## config.mk

```make
export PLATFORM = sky130hd
export DESIGN_NAME = twb_master
export DESIGN_NICKNAME = d
export VERILOG_FILES = /design/src/hw/twb_pkg.sv /design/src/hw/twb_fifo.sv /design/src/hw/twb_master.sv
export VERILOG_INCLUDE_DIRS = /design/src /design/src/hw
export SDC_FILE = /design/constraint.sdc
export NUM_CORES = 1
export LEC_CHECK = 0
export BUFFER_PORTS_ARGS = -buffer_cell sky130_fd_sc_hd__buf_2
export CORE_ASPECT_RATIO = 1.4
export CORE_MARGIN = 3
export CORE_UTILIZATION = 51
export CTS_CLUSTER_DIAMETER = 120
export CTS_CLUSTER_SIZE = 12
export DETAILED_ROUTE_END_ITERATION = 6
export PLACE_DENSITY = 0.68
export SLEW_MARGIN = 20
export SYNTH_ARGS = -nofsm -noshare
export SYNTH_HDL_FRONTEND = slang
export SYNTH_SLANG_ARGS = --single-unit
export TNS_END_PERCENT = 100
```

## constraint.sdc

```tcl
create_clock -name clk -period 7.49 [get_ports clk]
set_clock_uncertainty 0.05 [all_clocks]
set_input_delay 0.3745 -clock clk [delete_from_list [all_inputs] [get_ports clk]]
set_output_delay 0.3745 -clock clk [all_outputs]
set_load 0.02 [all_outputs]
```

## src/hw/twb_defs.svh

```systemverilog
// Constants for the two-wire bus master controller
// Notes on behaviour
// RULE1: Lines are only pulled low or released; released lines form a wired-AND.
// RULE2: Data line stays steady while clock is high, except for START and STOP.
// RULE3: START and STOP change the data line while the clock line is high.
// RULE4: Bus is busy from START to STOP; no new master may start then.
// RULE5: A START while owning the bus is a repeated START; bus stays busy.
// RULE6: Address packet is seven address bits, direction bit, acknowledge bit.
// RULE7: Addressed slave pulls data low in ninth cycle; unable slave leaves high.
// RULE8: After an unanswered address the master sends STOP or repeated START.
// RULE9: Address and data bytes go out most significant bit first.
// RULE10: All-zero address with write is the general call, acknowledged by slaves.
// RULE11: Never send the general call address with a read bit.
// RULE12: Addresses with upper four bits all ones are reserved.
// RULE13: Data packet is a byte plus acknowledge; low is ack, high is nack.
// RULE14: Receiver answers its final byte with a not-acknowledge.
// RULE15: Master makes clock, START and STOP; receiver makes acknowledge bits.
// RULE16: A START directly followed by a STOP is never issued.
// RULE17: Slave may hold clock low; master waits for the line to rise.
// RULE18: Master times high and low phases from the real clock line edges.
// RULE19: Master reads data back; released but low means arbitration lost.
// RULE20: Losing master releases data, goes slave, may clock to packet end. The code releases both lines and returns to ST_IDLE, with no slave mode.
// RULE21: All masters keep the same packet composition and count.
// RULE22: Bus clock rates up to 400 kHz are supported.
// RULE23: Both lines are synchronised; START and STOP found from sampled edges.
`ifndef TWB_DEFS_SVH
`define TWB_DEFS_SVH

`define TWB_CLK_MHZ     50
`define TWB_T_LOW_NS    1300
`define TWB_T_HIGH_NS   600
`define TWB_T_HOLD_NS   300
`define TWB_T_LOW_CYC   ((`TWB_T_LOW_NS * `TWB_CLK_MHZ + 999) / 1000)
`define TWB_T_HIGH_CYC  ((`TWB_T_HIGH_NS * `TWB_CLK_MHZ + 999) / 1000)
`define TWB_T_HOLD_CYC  ((`TWB_T_HOLD_NS * `TWB_CLK_MHZ + 999) / 1000)

`define TWB_FIFO_DEPTH  16
`define TWB_FIFO_WIDTH  11
`define TWB_F_OP_HI     10
`define TWB_F_OP_LO     9
`define TWB_F_NACK      8
`define TWB_GCALL_RD    8'h01
`define TWB_RSV_TOP     4'hF
`define TWB_ACK_BIT     4'h8

`endif

```

## src/hw/twb_pkg.sv

```systemverilog
// Types for the two-wire bus master controller
package twb_pkg;
  typedef enum logic [1:0] {OP_START, OP_WRITE, OP_READ, OP_STOP} twb_op_e;
  typedef enum logic [3:0] {
    ST_IDLE, ST_S_HIGH, ST_S_FALL, ST_HOLD, ST_RS_LOW, ST_S_RISE,
    ST_B_LOW, ST_B_RISE, ST_B_HIGH, ST_P_LOW, ST_P_RISE, ST_P_HIGH, ST_P_FREE
  } twb_state_e;
endpackage

```

## src/hw/twb_fifo.sv

```systemverilog
// Command FIFO in flip-flops
`timescale 1ns/1ps
module twb_fifo #(
  parameter int W = 11,
  parameter int D = 16
) (
  input  wire logic         clk,
  input  wire logic         ce,
  input  wire logic         reset_n,
  input  wire logic         in_valid,
  output logic              in_ready,
  input  wire logic [W-1:0] in_data,
  output logic              out_valid,
  input  wire logic         out_ready,
  output logic [W-1:0]      out_data
);
  localparam int AW = $clog2(D);
  logic [W-1:0]  mem_reg [D];
  logic [AW-1:0] wp_reg, wp_next, rp_reg, rp_next;
  logic [AW:0]   cnt_reg, cnt_next;
  logic          push, pop;

  assign in_ready  = (cnt_reg != (AW+1)'(D));
  assign out_valid = (cnt_reg != '0);
  assign out_data  = mem_reg[rp_reg];
  assign push      = in_valid && in_ready;
  assign pop       = out_valid && out_ready;

  always_comb begin
    wp_next  = push ? ((wp_reg == AW'(D-1)) ? '0 : wp_reg + 1'b1) : wp_reg;
    rp_next  = pop ? ((rp_reg == AW'(D-1)) ? '0 : rp_reg + 1'b1) : rp_reg;
    cnt_next = cnt_reg + (AW+1)'(push) - (AW+1)'(pop);
  end

  always_ff @(posedge clk) begin
    if (!reset_n) begin
      wp_reg  <= '0;
      rp_reg  <= '0;
      cnt_reg <= '0;
    end else if (ce) begin
      wp_reg  <= wp_next;
      rp_reg  <= rp_next;
      cnt_reg <= cnt_next;
    end
  end

  // Storage has no reset; out_data shows the entry at the read pointer, which holds written data only while out_valid is high
  always_ff @(posedge clk) begin
    if (ce && push) begin
      mem_reg[wp_reg] <= in_data;
    end
  end
endmodule

```

## src/hw/twb_master.sv

```systemverilog
// Two-wire bus master: drives clock and data lines from a queued command stream
`timescale 1ns/1ps
`include "twb_defs.svh"
module twb_master
  import twb_pkg::*;
#(
  parameter int FIFO_DEPTH = `TWB_FIFO_DEPTH
) (
  input  wire logic       clk,
  input  wire logic       ce,
  input  wire logic       reset_n,
  input  wire logic       cmd_valid,
  output logic            cmd_ready,
  input  wire twb_op_e    cmd_op,
  input  wire logic       cmd_nack,
  input  wire logic [7:0] cmd_data,
  output logic            done,
  output logic            ack_seen,
  output logic [7:0]      rx_data,
  output logic            cmd_err,
  output logic            arb_lost,
  output logic            bus_busy,
  output logic            bus_owned,
  input  wire logic       scl_i,
  output logic            scl_o,
  output logic            scl_oe,
  input  wire logic       sda_i,
  output logic            sda_o,
  output logic            sda_oe
);
  // ----------------------------------------------------------------
  // Timing
  // ----------------------------------------------------------------
  localparam logic [7:0] T_LOW_C  = 8'(`TWB_T_LOW_CYC);   // [RULE22]
  localparam logic [7:0] T_HIGH_C = 8'(`TWB_T_HIGH_CYC);  // [RULE22]
  localparam logic [7:0] T_HOLD_C = 8'(`TWB_T_HOLD_CYC);
  localparam int         T_LOW_I  = `TWB_T_LOW_CYC;

  // ----------------------------------------------------------------
  // Command queue
  // ----------------------------------------------------------------
  logic [`TWB_FIFO_WIDTH-1:0] f_data;
  logic                       f_valid;
  logic                       pop;
  twb_op_e                    f_op;
  logic [7:0]                 f_byte;

  twb_fifo #(.W(`TWB_FIFO_WIDTH), .D(FIFO_DEPTH)) u_fifo (
    .clk       (clk),
    .ce        (ce),
    .reset_n   (reset_n),
    .in_valid  (cmd_valid),
    .in_ready  (cmd_ready),
    .in_data   ({cmd_op, cmd_nack, cmd_data}),
    .out_valid (f_valid),
    .out_ready (pop),
    .out_data  (f_data)
  );
  assign f_op   = twb_op_e'(f_data[`TWB_F_OP_HI:`TWB_F_OP_LO]);
  assign f_byte = f_data[7:0];

  // ----------------------------------------------------------------
  // Line synchronisers and bus condition detection
  // ----------------------------------------------------------------
  logic scl_m, scl_s, sda_m, sda_s, sda_p;
  logic busy_reg, busy_next;
  logic start_det, stop_det;

  assign start_det = scl_s && sda_p && !sda_s;  // [RULE23] [RULE3]
  assign stop_det  = scl_s && !sda_p && sda_s;  // [RULE23] [RULE3]

  always_comb begin
    busy_next = busy_reg;
    if (stop_det) busy_next = 1'b0;
    if (start_det) busy_next = 1'b1;  // [RULE4] [RULE5]
  end

  always_ff @(posedge clk) begin
    if (!reset_n) begin
      scl_m    <= 1'b1;
      scl_s    <= 1'b1;
      sda_m    <= 1'b1;
      sda_s    <= 1'b1;
      sda_p    <= 1'b1;
      busy_reg <= 1'b0;
    end else if (ce) begin
      scl_m    <= scl_i;
      scl_s    <= scl_m;
      sda_m    <= sda_i;
      sda_s    <= sda_m;
      sda_p    <= sda_s;
      busy_reg <= busy_next;
    end
  end

  // ----------------------------------------------------------------
  // Bit engine
  // ----------------------------------------------------------------
  twb_state_e st_reg, st_next;
  logic [7:0] cnt_reg, cnt_next;
  logic [3:0] bit_reg, bit_next;
  logic [7:0] sh_reg, sh_next;
  logic       rd_reg, rd_next, nack_reg, nack_next;
  logic       aft_reg, aft_next, apend_reg, apend_next;
  logic       own_reg, own_next;
  logic       scl_oe_reg, scl_oe_next, sda_oe_reg, sda_oe_next;
  logic       done_reg, done_next, ack_reg, ack_next;
  logic [7:0] rx_reg, rx_next;
  logic       err_reg, err_next, arb_reg, arb_next;
  logic       arb_hit, bad_addr;

  // Only bits this master transmits can lose arbitration
  assign arb_hit  = (st_reg == ST_B_HIGH) && (cnt_reg == '0) && !rd_reg
                    && (bit_reg != `TWB_ACK_BIT) && !sda_oe_reg && !sda_s;  // [RULE19]
  assign bad_addr = (f_byte == `TWB_GCALL_RD)                               // [RULE11]
                    || (f_byte[7:4] == `TWB_RSV_TOP);                       // [RULE12]
  assign pop = f_valid && ((st_reg == ST_HOLD)
               || (st_reg == ST_IDLE && (f_op != OP_START || !busy_reg)));  // [RULE4]

  always_comb begin
    st_next     = st_reg;
    cnt_next    = cnt_reg + 8'h01;
    bit_next    = bit_reg;
    sh_next     = sh_reg;
    rd_next     = rd_reg;
    nack_next   = nack_reg;
    aft_next    = aft_reg;
    apend_next  = apend_reg;
    own_next    = own_reg;
    scl_oe_next = scl_oe_reg;
    sda_oe_next = sda_oe_reg;
    done_next   = 1'b0;
    ack_next    = ack_reg;
    rx_next     = rx_reg;
    err_next    = 1'b0;
    arb_next    = 1'b0;
    case (st_reg)
      ST_IDLE: begin
        cnt_next = '0;
        if (pop) begin
          if (f_op == OP_START) begin
            st_next  = ST_S_HIGH;
            own_next = 1'b1;
          end else begin
            err_next = 1'b1;
          end
        end
      end
      ST_S_HIGH: begin
        if (cnt_reg == T_HIGH_C - 8'h01) begin
          st_next     = ST_S_FALL;
          cnt_next    = '0;
          sda_oe_next = 1'b1;  // [RULE3]
        end
      end
      ST_S_FALL: begin
        if (cnt_reg == T_HIGH_C - 8'h01) begin
          st_next     = ST_HOLD;
          scl_oe_next = 1'b1;  // [RULE15]
          aft_next    = 1'b1;
          apend_next  = 1'b1;
        end
      end
      ST_HOLD: begin
        cnt_next = '0;
        if (pop) begin
          case (f_op)
            OP_START: st_next = ST_RS_LOW;  // [RULE5] [RULE8]
            OP_STOP: begin
              if (aft_reg) err_next = 1'b1;  // [RULE16]
              else st_next = ST_P_LOW;       // [RULE8]
            end
            OP_WRITE: begin
              if (apend_reg && bad_addr) begin
                err_next = 1'b1;
              end else begin
                st_next    = ST_B_LOW;
                sh_next    = f_byte;  // [RULE6]
                rd_next    = 1'b0;
                bit_next   = '0;
                apend_next = 1'b0;
                aft_next   = 1'b0;
              end
            end
            OP_READ: begin
              if (apend_reg) begin
                err_next = 1'b1;
              end else begin
                st_next   = ST_B_LOW;
                rd_next   = 1'b1;
                nack_next = f_data[`TWB_F_NACK];  // [RULE14]
                bit_next  = '0;
              end
            end
            default: err_next = 1'b1;
          endcase
        end
      end
      ST_RS_LOW: begin
        if (cnt_reg == T_HOLD_C) sda_oe_next = 1'b0;
        if (cnt_reg == T_LOW_C - 8'h01) begin
          st_next     = ST_S_RISE;
          scl_oe_next = 1'b0;
        end
      end
      ST_S_RISE: begin
        cnt_next = '0;
        if (scl_s) st_next = ST_S_HIGH;  // [RULE17]
      end
      ST_B_LOW: begin
        if (cnt_reg == T_HOLD_C) begin
          if (bit_reg == `TWB_ACK_BIT) sda_oe_next = rd_reg && !nack_reg;  // [RULE13] [RULE14]
          else sda_oe_next = !rd_reg && !sh_reg[7];  // [RULE9] [RULE1]
        end
        if (cnt_reg == T_LOW_C - 8'h01) begin
          st_next     = ST_B_RISE;
          scl_oe_next = 1'b0;
        end
      end
      ST_B_RISE: begin
        cnt_next = '0;
        if (scl_s) st_next = ST_B_HIGH;  // [RULE17] [RULE18]
      end
      ST_B_HIGH: begin
        if (arb_hit) begin
          st_next     = ST_IDLE;  // [RULE19] [RULE20]
          scl_oe_next = 1'b0;
          sda_oe_next = 1'b0;
          own_next    = 1'b0;
          arb_next    = 1'b1;
        end else begin
          if (cnt_reg == '0) begin
            if (bit_reg == `TWB_ACK_BIT) begin
              if (!rd_reg) ack_next = !sda_s;  // [RULE7] [RULE10] [RULE13]
            end else if (rd_reg) begin
              sh_next = {sh_reg[6:0], sda_s};  // [RULE9]
            end
          end
          // Another master pulling the clock low ends the phase early
          if (cnt_reg == T_HIGH_C - 8'h01 || (cnt_reg != '0 && !scl_s)) begin  // [RULE18]
            cnt_next    = '0;
            scl_oe_next = 1'b1;
            if (bit_reg == `TWB_ACK_BIT) begin
              st_next   = ST_HOLD;
              done_next = 1'b1;
              rx_next   = sh_reg;
              if (rd_reg) ack_next = !nack_reg;
            end else begin
              st_next  = ST_B_LOW;
              bit_next = bit_reg + 4'h1;
              if (!rd_reg) sh_next = {sh_reg[6:0], 1'b0};
            end
          end
        end
      end
      ST_P_LOW: begin
        if (cnt_reg == T_HOLD_C) sda_oe_next = 1'b1;
        if (cnt_reg == T_LOW_C - 8'h01) begin
          st_next     = ST_P_RISE;
          scl_oe_next = 1'b0;
        end
      end
      ST_P_RISE: begin
        cnt_next = '0;
        if (scl_s) st_next = ST_P_HIGH;  // [RULE17]
      end
      ST_P_HIGH: begin
        if (cnt_reg == T_HIGH_C - 8'h01) begin
          st_next     = ST_P_FREE;
          cnt_next    = '0;
          sda_oe_next = 1'b0;  // [RULE3]
        end
      end
      ST_P_FREE: begin
        if (cnt_reg == T_LOW_C - 8'h01) begin
          st_next  = ST_IDLE;
          own_next = 1'b0;
        end
      end
      default: st_next = ST_IDLE;
    endcase
  end

  always_ff @(posedge clk) begin
    if (!reset_n) begin
      st_reg     <= ST_IDLE;
      cnt_reg    <= '0;
      bit_reg    <= '0;
      sh_reg     <= '0;
      rd_reg     <= 1'b0;
      nack_reg   <= 1'b0;
      aft_reg    <= 1'b0;
      apend_reg  <= 1'b0;
      own_reg    <= 1'b0;
      scl_oe_reg <= 1'b0;
      sda_oe_reg <= 1'b0;
      done_reg   <= 1'b0;
      ack_reg    <= 1'b0;
      rx_reg     <= '0;
      err_reg    <= 1'b0;
      arb_reg    <= 1'b0;
    end else if (ce) begin
      st_reg     <= st_next;
      cnt_reg    <= cnt_next;
      bit_reg    <= bit_next;
      sh_reg     <= sh_next;
      rd_reg     <= rd_next;
      nack_reg   <= nack_next;
      aft_reg    <= aft_next;
      apend_reg  <= apend_next;
      own_reg    <= own_next;
      scl_oe_reg <= scl_oe_next;
      sda_oe_reg <= sda_oe_next;
      done_reg   <= done_next;
      ack_reg    <= ack_next;
      rx_reg     <= rx_next;
      err_reg    <= err_next;
      arb_reg    <= arb_next;
    end
  end

  // ----------------------------------------------------------------
  // Outputs
  // ----------------------------------------------------------------
  assign scl_o     = 1'b0;  // [RULE1]
  assign sda_o     = 1'b0;  // [RULE1]
  assign scl_oe    = scl_oe_reg;
  assign sda_oe    = sda_oe_reg;
  assign done      = done_reg;
  assign ack_seen  = ack_reg;
  assign rx_data   = rx_reg;
  assign cmd_err   = err_reg;
  assign arb_lost  = arb_reg;
  assign bus_busy  = busy_reg;
  assign bus_owned = own_reg;
endmodule

```

==> out/qor_table.md, run 1 <==
| Step | Item | This run |
| --- | --- | --- |
| floorplanning | DIE AREA | 22,600 um^2 |
| synthesis | Count of distinct cell types in the synthesized netlist | 70 |
| clocking | Clock root buffer | sky130_fd_sc_hd__clkbuf_16 |
| clocking | Cells resized by post-CTS repair | 0 |
| layout | Fraction of layout instances using a drive strength above 1 | 16.4% |
| global routing | Wire length of the first global-routing pass | 36.9 mm |
| sta | RSZ-0062 raised after global routing | no |
| power and ir drop | Leakage Power | 3.95 nW |
| floorplanning | Number of cell rows | 61 |
| clocking | Buffer depth of the longest clock path | 3 |
| synthesis | Post-synthesis xor/xnor area fraction | 1.16% |
| layout | Final core utilization | 58.2% |
| place | Half-perimeter wire length after placement | 15.4 mm |
| layout | Area added between synthesis and finish | 10.6% |
| clocking | Post-CTS Repair Setup Buffers | 0 |
| layout | Commonest non-fill, non-tap cells in the layout | 176 x sky130_fd_sc_hd__edfxtp_1, 78 x sky130_fd_sc_hd__nor2_1, 64 x sky130_fd_sc_hd__dfxtp_1, 50 x sky130_fd_sc_hd__nand2_1, 38 x sky130_fd_sc_hd__mux2i_1 |
| clocking | Number of buffers added to fix hold violations after cts | 0 |
| clocking | Total clock sinks | 241 |
| sta | Count of endpoints failing hold in the final timing report | 0 |
| worst setup path | Peak fanout along the critical path | 27 |
| clocking | Number of levels the H-tree was split into | 1 |
| synthesis | Main combinational cell family by area after synthesis | multiplexers |
| layout | Number of nets in the layout | 843 |
| worst setup path | R2R Setup Slk | 2510 ps |
| routing | Avg WL per Cell | 21.9 um |
| global routing | Largest net degree at the start of global routing | 42 |
| sta | Slew of the pin with the lowest slew margin | 944 ps |
| sta | Worst max-slew margin expressed relative to the limit | 36.8% |
| place | Global placer's final weighted congestion | 0.883 |
| routing | Count of routing violations after the opening detailed-route iteration | 735 |
| sta | Worst Hold Slack | 31.5 ps |
| synthesis | Compound-cell area share of the yosys netlist | 8.20% |
| worst setup path | Setup crit start kind | flip-flop |
| clocking | Clock transition at path regs | 60 ps |
| power and ir drop | Worst supply voltage drop on vdd | 0.000200 V |
| clocking | Skew-Pair Late Insertion Delay | 510 ps |
| flow run | Max-cap violation count | 0 |
| sta | Number of setup violations in the final report | 0 |
| layout | Non-Filler Instances | 1,073 |
| synthesis | Commonest register cell after synthesis | sky130_fd_sc_hd__edfxtp_1 |
| synthesis | Count of mapped cells out of synthesis | 770 |
| layout | Antenna diode count | 0 |
| sta | Max-slew violation count | 0 |
| synthesis | Sequential area share after synthesis | 62.1% |
| layout | # fillers | 1,617 |
| routing | Remaining routing DRC violations | 1 |
| floorplanning | Area of the core | 20,100 um^2 |
| floorplanning | Overall die width | 128 um |
| run status | Violated checks | design-rule violations |
| layout | Largest register FFs | 176 |
| synthesis | Seq cells post-synth | 241 |
| clocking | CTS tree | done |
| sta | Min Clock Period, post-route | 4980 ps |
| worst setup path | Cells on worst reg2reg path | 18 |
| global routing | Remaining global-route overflow | 0 |
| routing | Detailed-router iteration count before antenna repair | 7 |
| worst setup path | Arrival time at the worst endpoint | 5310 ps |
| synthesis | Proportion of synthesized flip-flops having asynchronous set or reset | 0% |
| floorplanning | Effective utilization at floorplan | 52.7% |
| synthesis | Number of synthesized flops with an enable pin | 176 |
| synthesis | Mux contribution to synthesized area | 12.9% |
| worst setup path | Critical Path End Type | flip-flop |
| sta | Final cycle utilization of the critical path | 66.5% |
| run status | Status | finished with violations |
| sta | Peak clock frequency supported by timing | 201 MHz |
| synthesis | Adder-cell share of the synthesized area | 2.67% |
| synthesis | Netlist Area Pre-Place | 10,600 um^2 |
| power and ir drop | Pwr per Cell Area | 284 nW/um^2 |
| layout | Commonest non-fill, non-tap cell in the layout | sky130_fd_sc_hd__edfxtp_1 |
| clocking | Number of buffers added by the clock tree synthesis step | 24 |
| global routing | Via count of the first global-routing pass | 6,564 |
| synthesis | Synthesized area per cell | 13.8 um^2 |
| global routing | Total track usage | 21.0% |
| place | Post-Place Cells | 1,030 |
| worst hold path | Hold Path Stages | 3 |
| routing | Post-route ant nets | 0 |
| synthesis | Synth Area in Simple Gates | 10.0% |
| worst setup path | Data required, critical path | 7820 ps |
| routing | Routed via count divided by cell count | 6.06 |
| routing | Total via count in the routed design | 6,505 |
| worst setup path | Worst Path Class, Setup | reg2reg |
| floorplanning | Ports placed on the boundary | 36 |
| synthesis | Total of warnings raised by yosys | 0 |
| routing | Final Routed Wirelength | 23.5 mm |
| worst hold path | Min-Delay Path Class | in2reg |
| global routing | Number of antenna violations at the first check in global routing | 0 |
| place | Number of input and output port buffers inserted | 33 |
| sta | Accumulated negative setup slack | 0 ps |
| floorplanning | Vert. Die Dim | 177 um |
-- cells by family after synthesis --
kind of cell	count (synthesis)
AOI/OAI and AO/OA	121
xor gates and xnor gates	14
adders and majority gates	22
buffers and inverters	67
DFF	241
muxes	82
other	1
and+or+nand+nor	222
-- worst max-delay path, stage by stage (launching register included) --
cell                        delay, ps
sky130_fd_sc_hd__dfxtp_2          860
sky130_fd_sc_hd__buf_4            510
sky130_fd_sc_hd__mux4_2           310
sky130_fd_sc_hd__mux4_2           290
sky130_fd_sc_hd__inv_1             70
sky130_fd_sc_hd__ha_1             210
sky130_fd_sc_hd__a211o_1          290
sky130_fd_sc_hd__a2111oi_0        630
sky130_fd_sc_hd__ha_1             220
sky130_fd_sc_hd__inv_1             40
sky130_fd_sc_hd__ha_1             200
sky130_fd_sc_hd__fa_1             440
sky130_fd_sc_hd__a21oi_1          140
sky130_fd_sc_hd__nor2_1            50
sky130_fd_sc_hd__nor2_1           110
sky130_fd_sc_hd__xnor2_1          120
sky130_fd_sc_hd__nand2_1           80
sky130_fd_sc_hd__xor2_1           150
sky130_fd_sc_hd__nor2_1            50
-- layout make-up --
type                            count  area (um^2)  area share [%]
Clock buffer                       42          691            5.89
Sequential cell                   241         6590            56.2
Tap cell                          252          315            2.69
Timing Repair Buffer               51          300            2.56
Clock inverter                      1         11.3          0.0960
Inverter                           23         86.3           0.736
Multi-Input combinational cell    463         3740            31.9
-- synth_stat cells (all sizes together), types with 13 or more instances --
master / n / area, um^2
dfxtp: 65 / 1300
mux4: 41 / 950
nand3: 21 / 105
inv: 22 / 82.6
clkbuf: 27 / 101
a21oi: 25 / 125
ha: 21 / 263
nor3: 13 / 65.1
o21ai: 24 / 124
mux2i: 38 / 380
edfxtp: 176 / 5290
nor2: 80 / 300
nand2: 50 / 188
buf: 17 / 130
-- where the power goes --
group          internal [mW]  switching (mW)  total (mW)
combinational          0.326           0.366       0.692
clock                  0.623           0.468        1.09
sequential              1.47          0.0703        1.54
total                   2.42           0.905        3.33
-- final timing paths --
check / startpoint / endpoint
worst min register to register: arb_lost$_SDFFE_PN0P_ / arb_lost$_SDFFE_PN0P_
worst min-delay path: scl_i / scl_m$_SDFFE_PN1P_
worst max-delay path: flip-flop / u_fifo.cnt_reg[4]$_SDFFE_PN0P_
worst max register to register: flip-flop / u_fifo.cnt_reg[4]$_SDFFE_PN0P_
-- metrics by stage --
| step | power [mW] | area, um^2 | setup slack, ps |
|---|---|---|---|
| after global placement | 2.24 | 11000 | 2540 |
| after detailed placement | 2.26 | 11000 | 2430 |
| after global routing | 3.48 | 11700 | 1960 |
| final | 3.33 | 11700 | 2510 |
| after floorplan | 2.12 | 10600 | 2810 |
| after CTS | 3.35 | 11700 | 2400 |
-- routing by layer --
metal | vias up | track usage (%) | wire length (um)
met5 | - | 0 | 0
li1 | 3016 | - | -
met3 | 45 | 2.93 | 1050
met4 | 0 | 6.02 | 498
met1 | 3254 | 26.1 | 9100
met2 | 190 | 38.2 | 12900
No activity file was read; power rests on OpenSTA's default activity.
==> inputs of run 2 (changes only) <==
- ABC_AREA: not set -> 1
- PLACE_DENSITY: 0.68 -> 0.67
- clock period: 7.49 -> 4.7 ns (I/O delays scaled with it)
==> out/qor_table.md, run 2 <==
| Step | Item | This run | Delta |
| --- | --- | --- | --- |
| run status | Status | completed |  |
| layout | Commonest non-fill, non-tap cells in the layout | 275 x sky130_fd_sc_hd__nand2_1, 176 x sky130_fd_sc_hd__edfxtp_1, 155 x sky130_fd_sc_hd__inv_1, 129 x sky130_fd_sc_hd__nor2_1, 108 x sky130_fd_sc_hd__nand3_1 |  |
| power and ir drop | Switching component of the power | 1.74 mW | +92% |
| worst setup path | Peak fanout along the critical path | 12 | -56% |
| sta | Worst max-slew margin expressed relative to the limit | 33.2% | -3.6 points |
| synthesis | Proportion of netlist area held by the largest area contributor | 47.9% | -1.9 points |
| layout | Number of nets in the layout | 1,262 | +50% |
| layout | Finished layout cell area | 12,100 um^2 | +3.5% |
| sta | Accumulated negative setup slack | 0 ps | unchanged |
| global routing | Total track usage | 23.0% | +2.0 points |
| power and ir drop | Final total power | 5.53 mW | +66% |
| clocking | Number of buffers added to fix hold violations after cts | 2 | +2 |
| power and ir drop | Pwr per Cell Area | 456 nW/um^2 | +61% |
| sta | Number of setup violations in the final report | 0 | unchanged |
| synthesis | Sequential area share after synthesis | 59.7% | -2.4 points |
| global routing | Wire length of the first global-routing pass | 42.2 mm | +14% |
| routing | Final Routed Wirelength | 26.8 mm | +14% |
| layout | Combined area of the multi-input logic cells | 3610 um^2 | -3.5% |
| clocking | Buffer depth of the longest clock path | 3 | unchanged |
| routing | Post-route ant nets | 0 | unchanged |
| routing | Count of routing violations after the opening detailed-route iteration | 654 | -11% |
| worst setup path | Most common cell type on the critical path | sky130_fd_sc_hd__nand2_1 |  |
| layout | Commonest non-fill, non-tap cell in the layout | sky130_fd_sc_hd__nand2_1 |  |
| floorplanning | Number of cell rows | 63 | +3.3% |
| power and ir drop | Combinational group share of total power | 24.2% | +3.4 points |
| clocking | Number of buffers added by the clock tree synthesis step | 24 | unchanged |
| worst setup path | Arrival time at the worst endpoint | 4140 ps | -1170 ps |
| layout | Area added between synthesis and finish | 10.0% |  |
| routing | Total via count in the routed design | 8,238 | +27% |
| clocking | Post-CTS Repair Setup Buffers | 0 | unchanged |
| clocking | Clock root buffer | sky130_fd_sc_hd__clkbuf_16 |  |
| synthesis | Count of distinct cell types in the synthesized netlist | 45 | -36% |
| global routing | Largest net degree at the start of global routing | 91 | +120% |
| layout | # fillers | 1,885 | +17% |
| floorplanning | Area of the core | 21,200 um^2 | +5.2% |
| worst setup path | Bufs and invs on worst path | 3 | unchanged |
| worst setup path | Setup crit start kind | flip-flop |  |
| global routing | Remaining global-route overflow | 0 | unchanged |
| synthesis | Total of warnings raised by yosys | 0 | unchanged |
| synthesis | Commonest register cell after synthesis | sky130_fd_sc_hd__edfxtp_1 |  |
| global routing | Number of antenna violations at the first check in global routing | 0 | unchanged |
| worst hold path | Min-Delay Path Class | in2reg |  |
| sta | Final cycle utilization of the critical path | 80.6% | +14 points |
| worst setup path | Critical-path cell list | inv_1, o211ai_1, nand2_1, inv_1, ha_1, nand2_1, nand3_1, nand2_2, ha_1, inv_1, ha_1, fa_1, nand2_1, a21oi_1, nor2_1, nor2_1, nor2_1, nand2_1, o21ai_0, a21oi_1 |  |
| place | Global placer's final weighted congestion | 0.955 | +8.2% |
| clocking | CTS tree | done |  |
| layout | Area taken by flip-flops and latches | 6590 um^2 | unchanged |
| synthesis | Proportion of synthesized flip-flops having asynchronous set or reset | 0% | unchanged |
| floorplanning | Overall die width | 130 um | +1.9% |
| sta | Final critical-path setup slack | 913 ps | -1590 ps |
| synthesis | Most common cell in the synthesized netlist | sky130_fd_sc_hd__nand2_1 |  |
| place | Half-perimeter wire length after placement | 17.0 mm | +10% |
| power and ir drop | Worst supply voltage drop on vdd | 0.000302 V | +51% |
| synthesis | Seq cells post-synth | 241 | unchanged |
| sta | RSZ-0062 raised after global routing | no |  |
| clocking | Clock transition at path regs | 70 ps | about the same |
| floorplanning | Ports placed on the boundary | 36 | unchanged |
| synthesis | Commonest cells in the netlist | 275 x sky130_fd_sc_hd__nand2_1, 176 x sky130_fd_sc_hd__edfxtp_1, 155 x sky130_fd_sc_hd__inv_1 |  |
| routing | Remaining routing DRC violations | 0 | -1 |
| place | Number of input and output port buffers inserted | 33 | unchanged |
| routing | Avg WL per Cell | 17.9 um | -18% |
| power and ir drop | Clock share of power | 31.6% | -1.2 points |
| synthesis | Netlist Area Pre-Place | 11,000 um^2 | +4.0% |
| floorplanning | Effective utilization at floorplan | 52.0% | -0.62 points |
| sta | Max-slew violation count | 0 | unchanged |
| floorplanning | DIE AREA | 23,500 um^2 | +3.8% |
| layout | Fraction of layout instances using a drive strength above 1 | 7.66% | -8.8 points |
| floorplanning | Vert. Die Dim | 180 um | +1.9% |
| routing | Routed via count divided by cell count | 5.49 | -9.4% |
| worst setup path | Critical Path Max Stage Delay | 670 ps | -190 ps |
| power and ir drop | Sequential cell fraction of total power | 44.2% | -2.2 points |
| layout | Antenna diode count | 0 | unchanged |
| power and ir drop | Pint | 3.79 mW | +57% |
| power and ir drop | Proportion of total power due to net switching | 31.4% | +4.2 points |
| worst setup path | Worst Path Class, Setup | reg2reg |  |
| synthesis | Synthesized area per cell | 9.22 um^2 | -33% |
| routing | Detailed-router iteration count before antenna repair | 5 | -2 |
| synthesis | Ranking of synthesized cells by area | sky130_fd_sc_hd__edfxtp_1 48%, sky130_fd_sc_hd__dfxtp_1 12%, sky130_fd_sc_hd__nand2_1 9.4% |  |
| synthesis | Cell type contributing the most total cell area after synthesis | sky130_fd_sc_hd__edfxtp_1 |  |
| power and ir drop | Leakage Power | 4.98 nW | +26% |
| clocking | Number of levels the H-tree was split into | 1 | unchanged |
| sta | Peak clock frequency supported by timing | 264 MHz | +32% |
| worst setup path | Dominant delay contributor by cell family on the critical path | adder cells |  |
| sta | Slew of the pin with the lowest slew margin | 1000 ps | +56.2 ps |
| place | Post-Place Cells | 1,455 | +41% |
| worst setup path | Highest-delay cell along the critical path | sky130_fd_sc_hd__dfxtp_1 |  |
| clocking | Skew-Pair Late Insertion Delay | 520 ps | about the same |
| place | Placed Area | 11,400 um^2 | +3.5% |
| worst setup path | Critical Path End Type | flip-flop |  |
| place | Dpl ws | 899 ps | -1530 ps |
| synthesis | Count of mapped cells out of synthesis | 1,196 | +55% |
| synthesis | Number of synthesized flops with an enable pin | 176 | unchanged |
| sta | Count of endpoints failing hold in the final timing report | 0 | unchanged |
| layout | Non-Filler Instances | 1,500 | +40% |
| flow run | Max-cap violation count | 0 | unchanged |
| layout | Largest register FFs | 176 | unchanged |
| sta | Min Clock Period, post-route | 3790 ps | -1200 ps |
| clocking | Total clock sinks | 241 | unchanged |
| clocking | Cells resized by post-CTS repair | 0 | unchanged |
| global routing | Via count of the first global-routing pass | 8,129 | +24% |
| worst setup path | Data required, critical path | 5050 ps | -2770 ps |
## run 2: cell count changes after synthesis, sizes merged, moves of 10 or more
| cell | delta |
|---|---|
| nand2 | +228 |
| inv | +134 |
| nand3 | +89 |
| nor2 | +57 |
| o21ai | +52 |
| mux4 | -41 |
| mux2i | -38 |
| a21oi | +27 |
| a221oi | -11 |
| buf | +10 |
## run 2: worst paths after layout
check / from / to / slack (ps) / cells past startpoint
min reg2reg: sda_m$_SDFFE_PN1P_ / sda_m$_SDFFE_PN1P_ / 410 / 2
max: flip-flop / u_fifo.cnt_reg[4]$_SDFFE_PN0P_ / 910 / 20
min: cmd_op[1] / u_fifo.mem_reg[14][10]$_DFFE_PP_ / 50 / 1
max reg2reg: flip-flop / u_fifo.cnt_reg[4]$_SDFFE_PN0P_ / 910 / 20
## run 2: area by class of cell
type	count	area share [%]
flip-flops and latches	241	54.3
multi-input cells	747	29.7
clock buffers	42	5.69
inverters	158	4.91
well taps	260	2.68
repair buffers	51	2.62
clock inverters	1	0.0928
## run 2: metal layers
metal / share of wire (%) / vias up / global-route usage (%)
met5: 0 / - / 0
met4: 4.0 / 0 / 9.11
met3: 5.7 / 77 / 3.65
met2: 52 / 267 / 40.8
met1: 38 / 3882 / 27.6
li1: - / 4012 / -
## run 2: power groups by stage
| stage | clock network, mW | logic, mW | registers [mW] |
|---|---|---|---|
| final | 1.75 | 1.34 | 2.44 |
| after global routing | 1.88 | 1.53 | 2.45 |
| after CTS | 1.79 | 1.34 | 2.44 |
| after detailed placement | 0 | 1.33 | 2.49 |
| after global placement | 0 | 1.31 | 2.49 |
| after floorplan | 0 | 0.983 | 2.49 |
## run 2: kinds of logic (layout without fill, tap and decap cells)
kind of cell	after synthesis	after routing	synth area share, %
other	1	2	0.0340
DFF	241	241	59.7
xor gates and xnor gates	9	9	0.715
buffers and inverters	209	252	7.77
and+or+nand+nor	552	552	20.9
AOI/OAI and AO/OA	162	162	8.33
adders and majority gates	22	22	2.56
## run 2: through the flow
step                hold slack (ps)  utilization [%]
floorplan                       284                -
global placement                392             53.8
detailed placement              403             53.8
CTS                            35.1             57.2
global route                   38.1             57.2
finish                         49.0             57.2
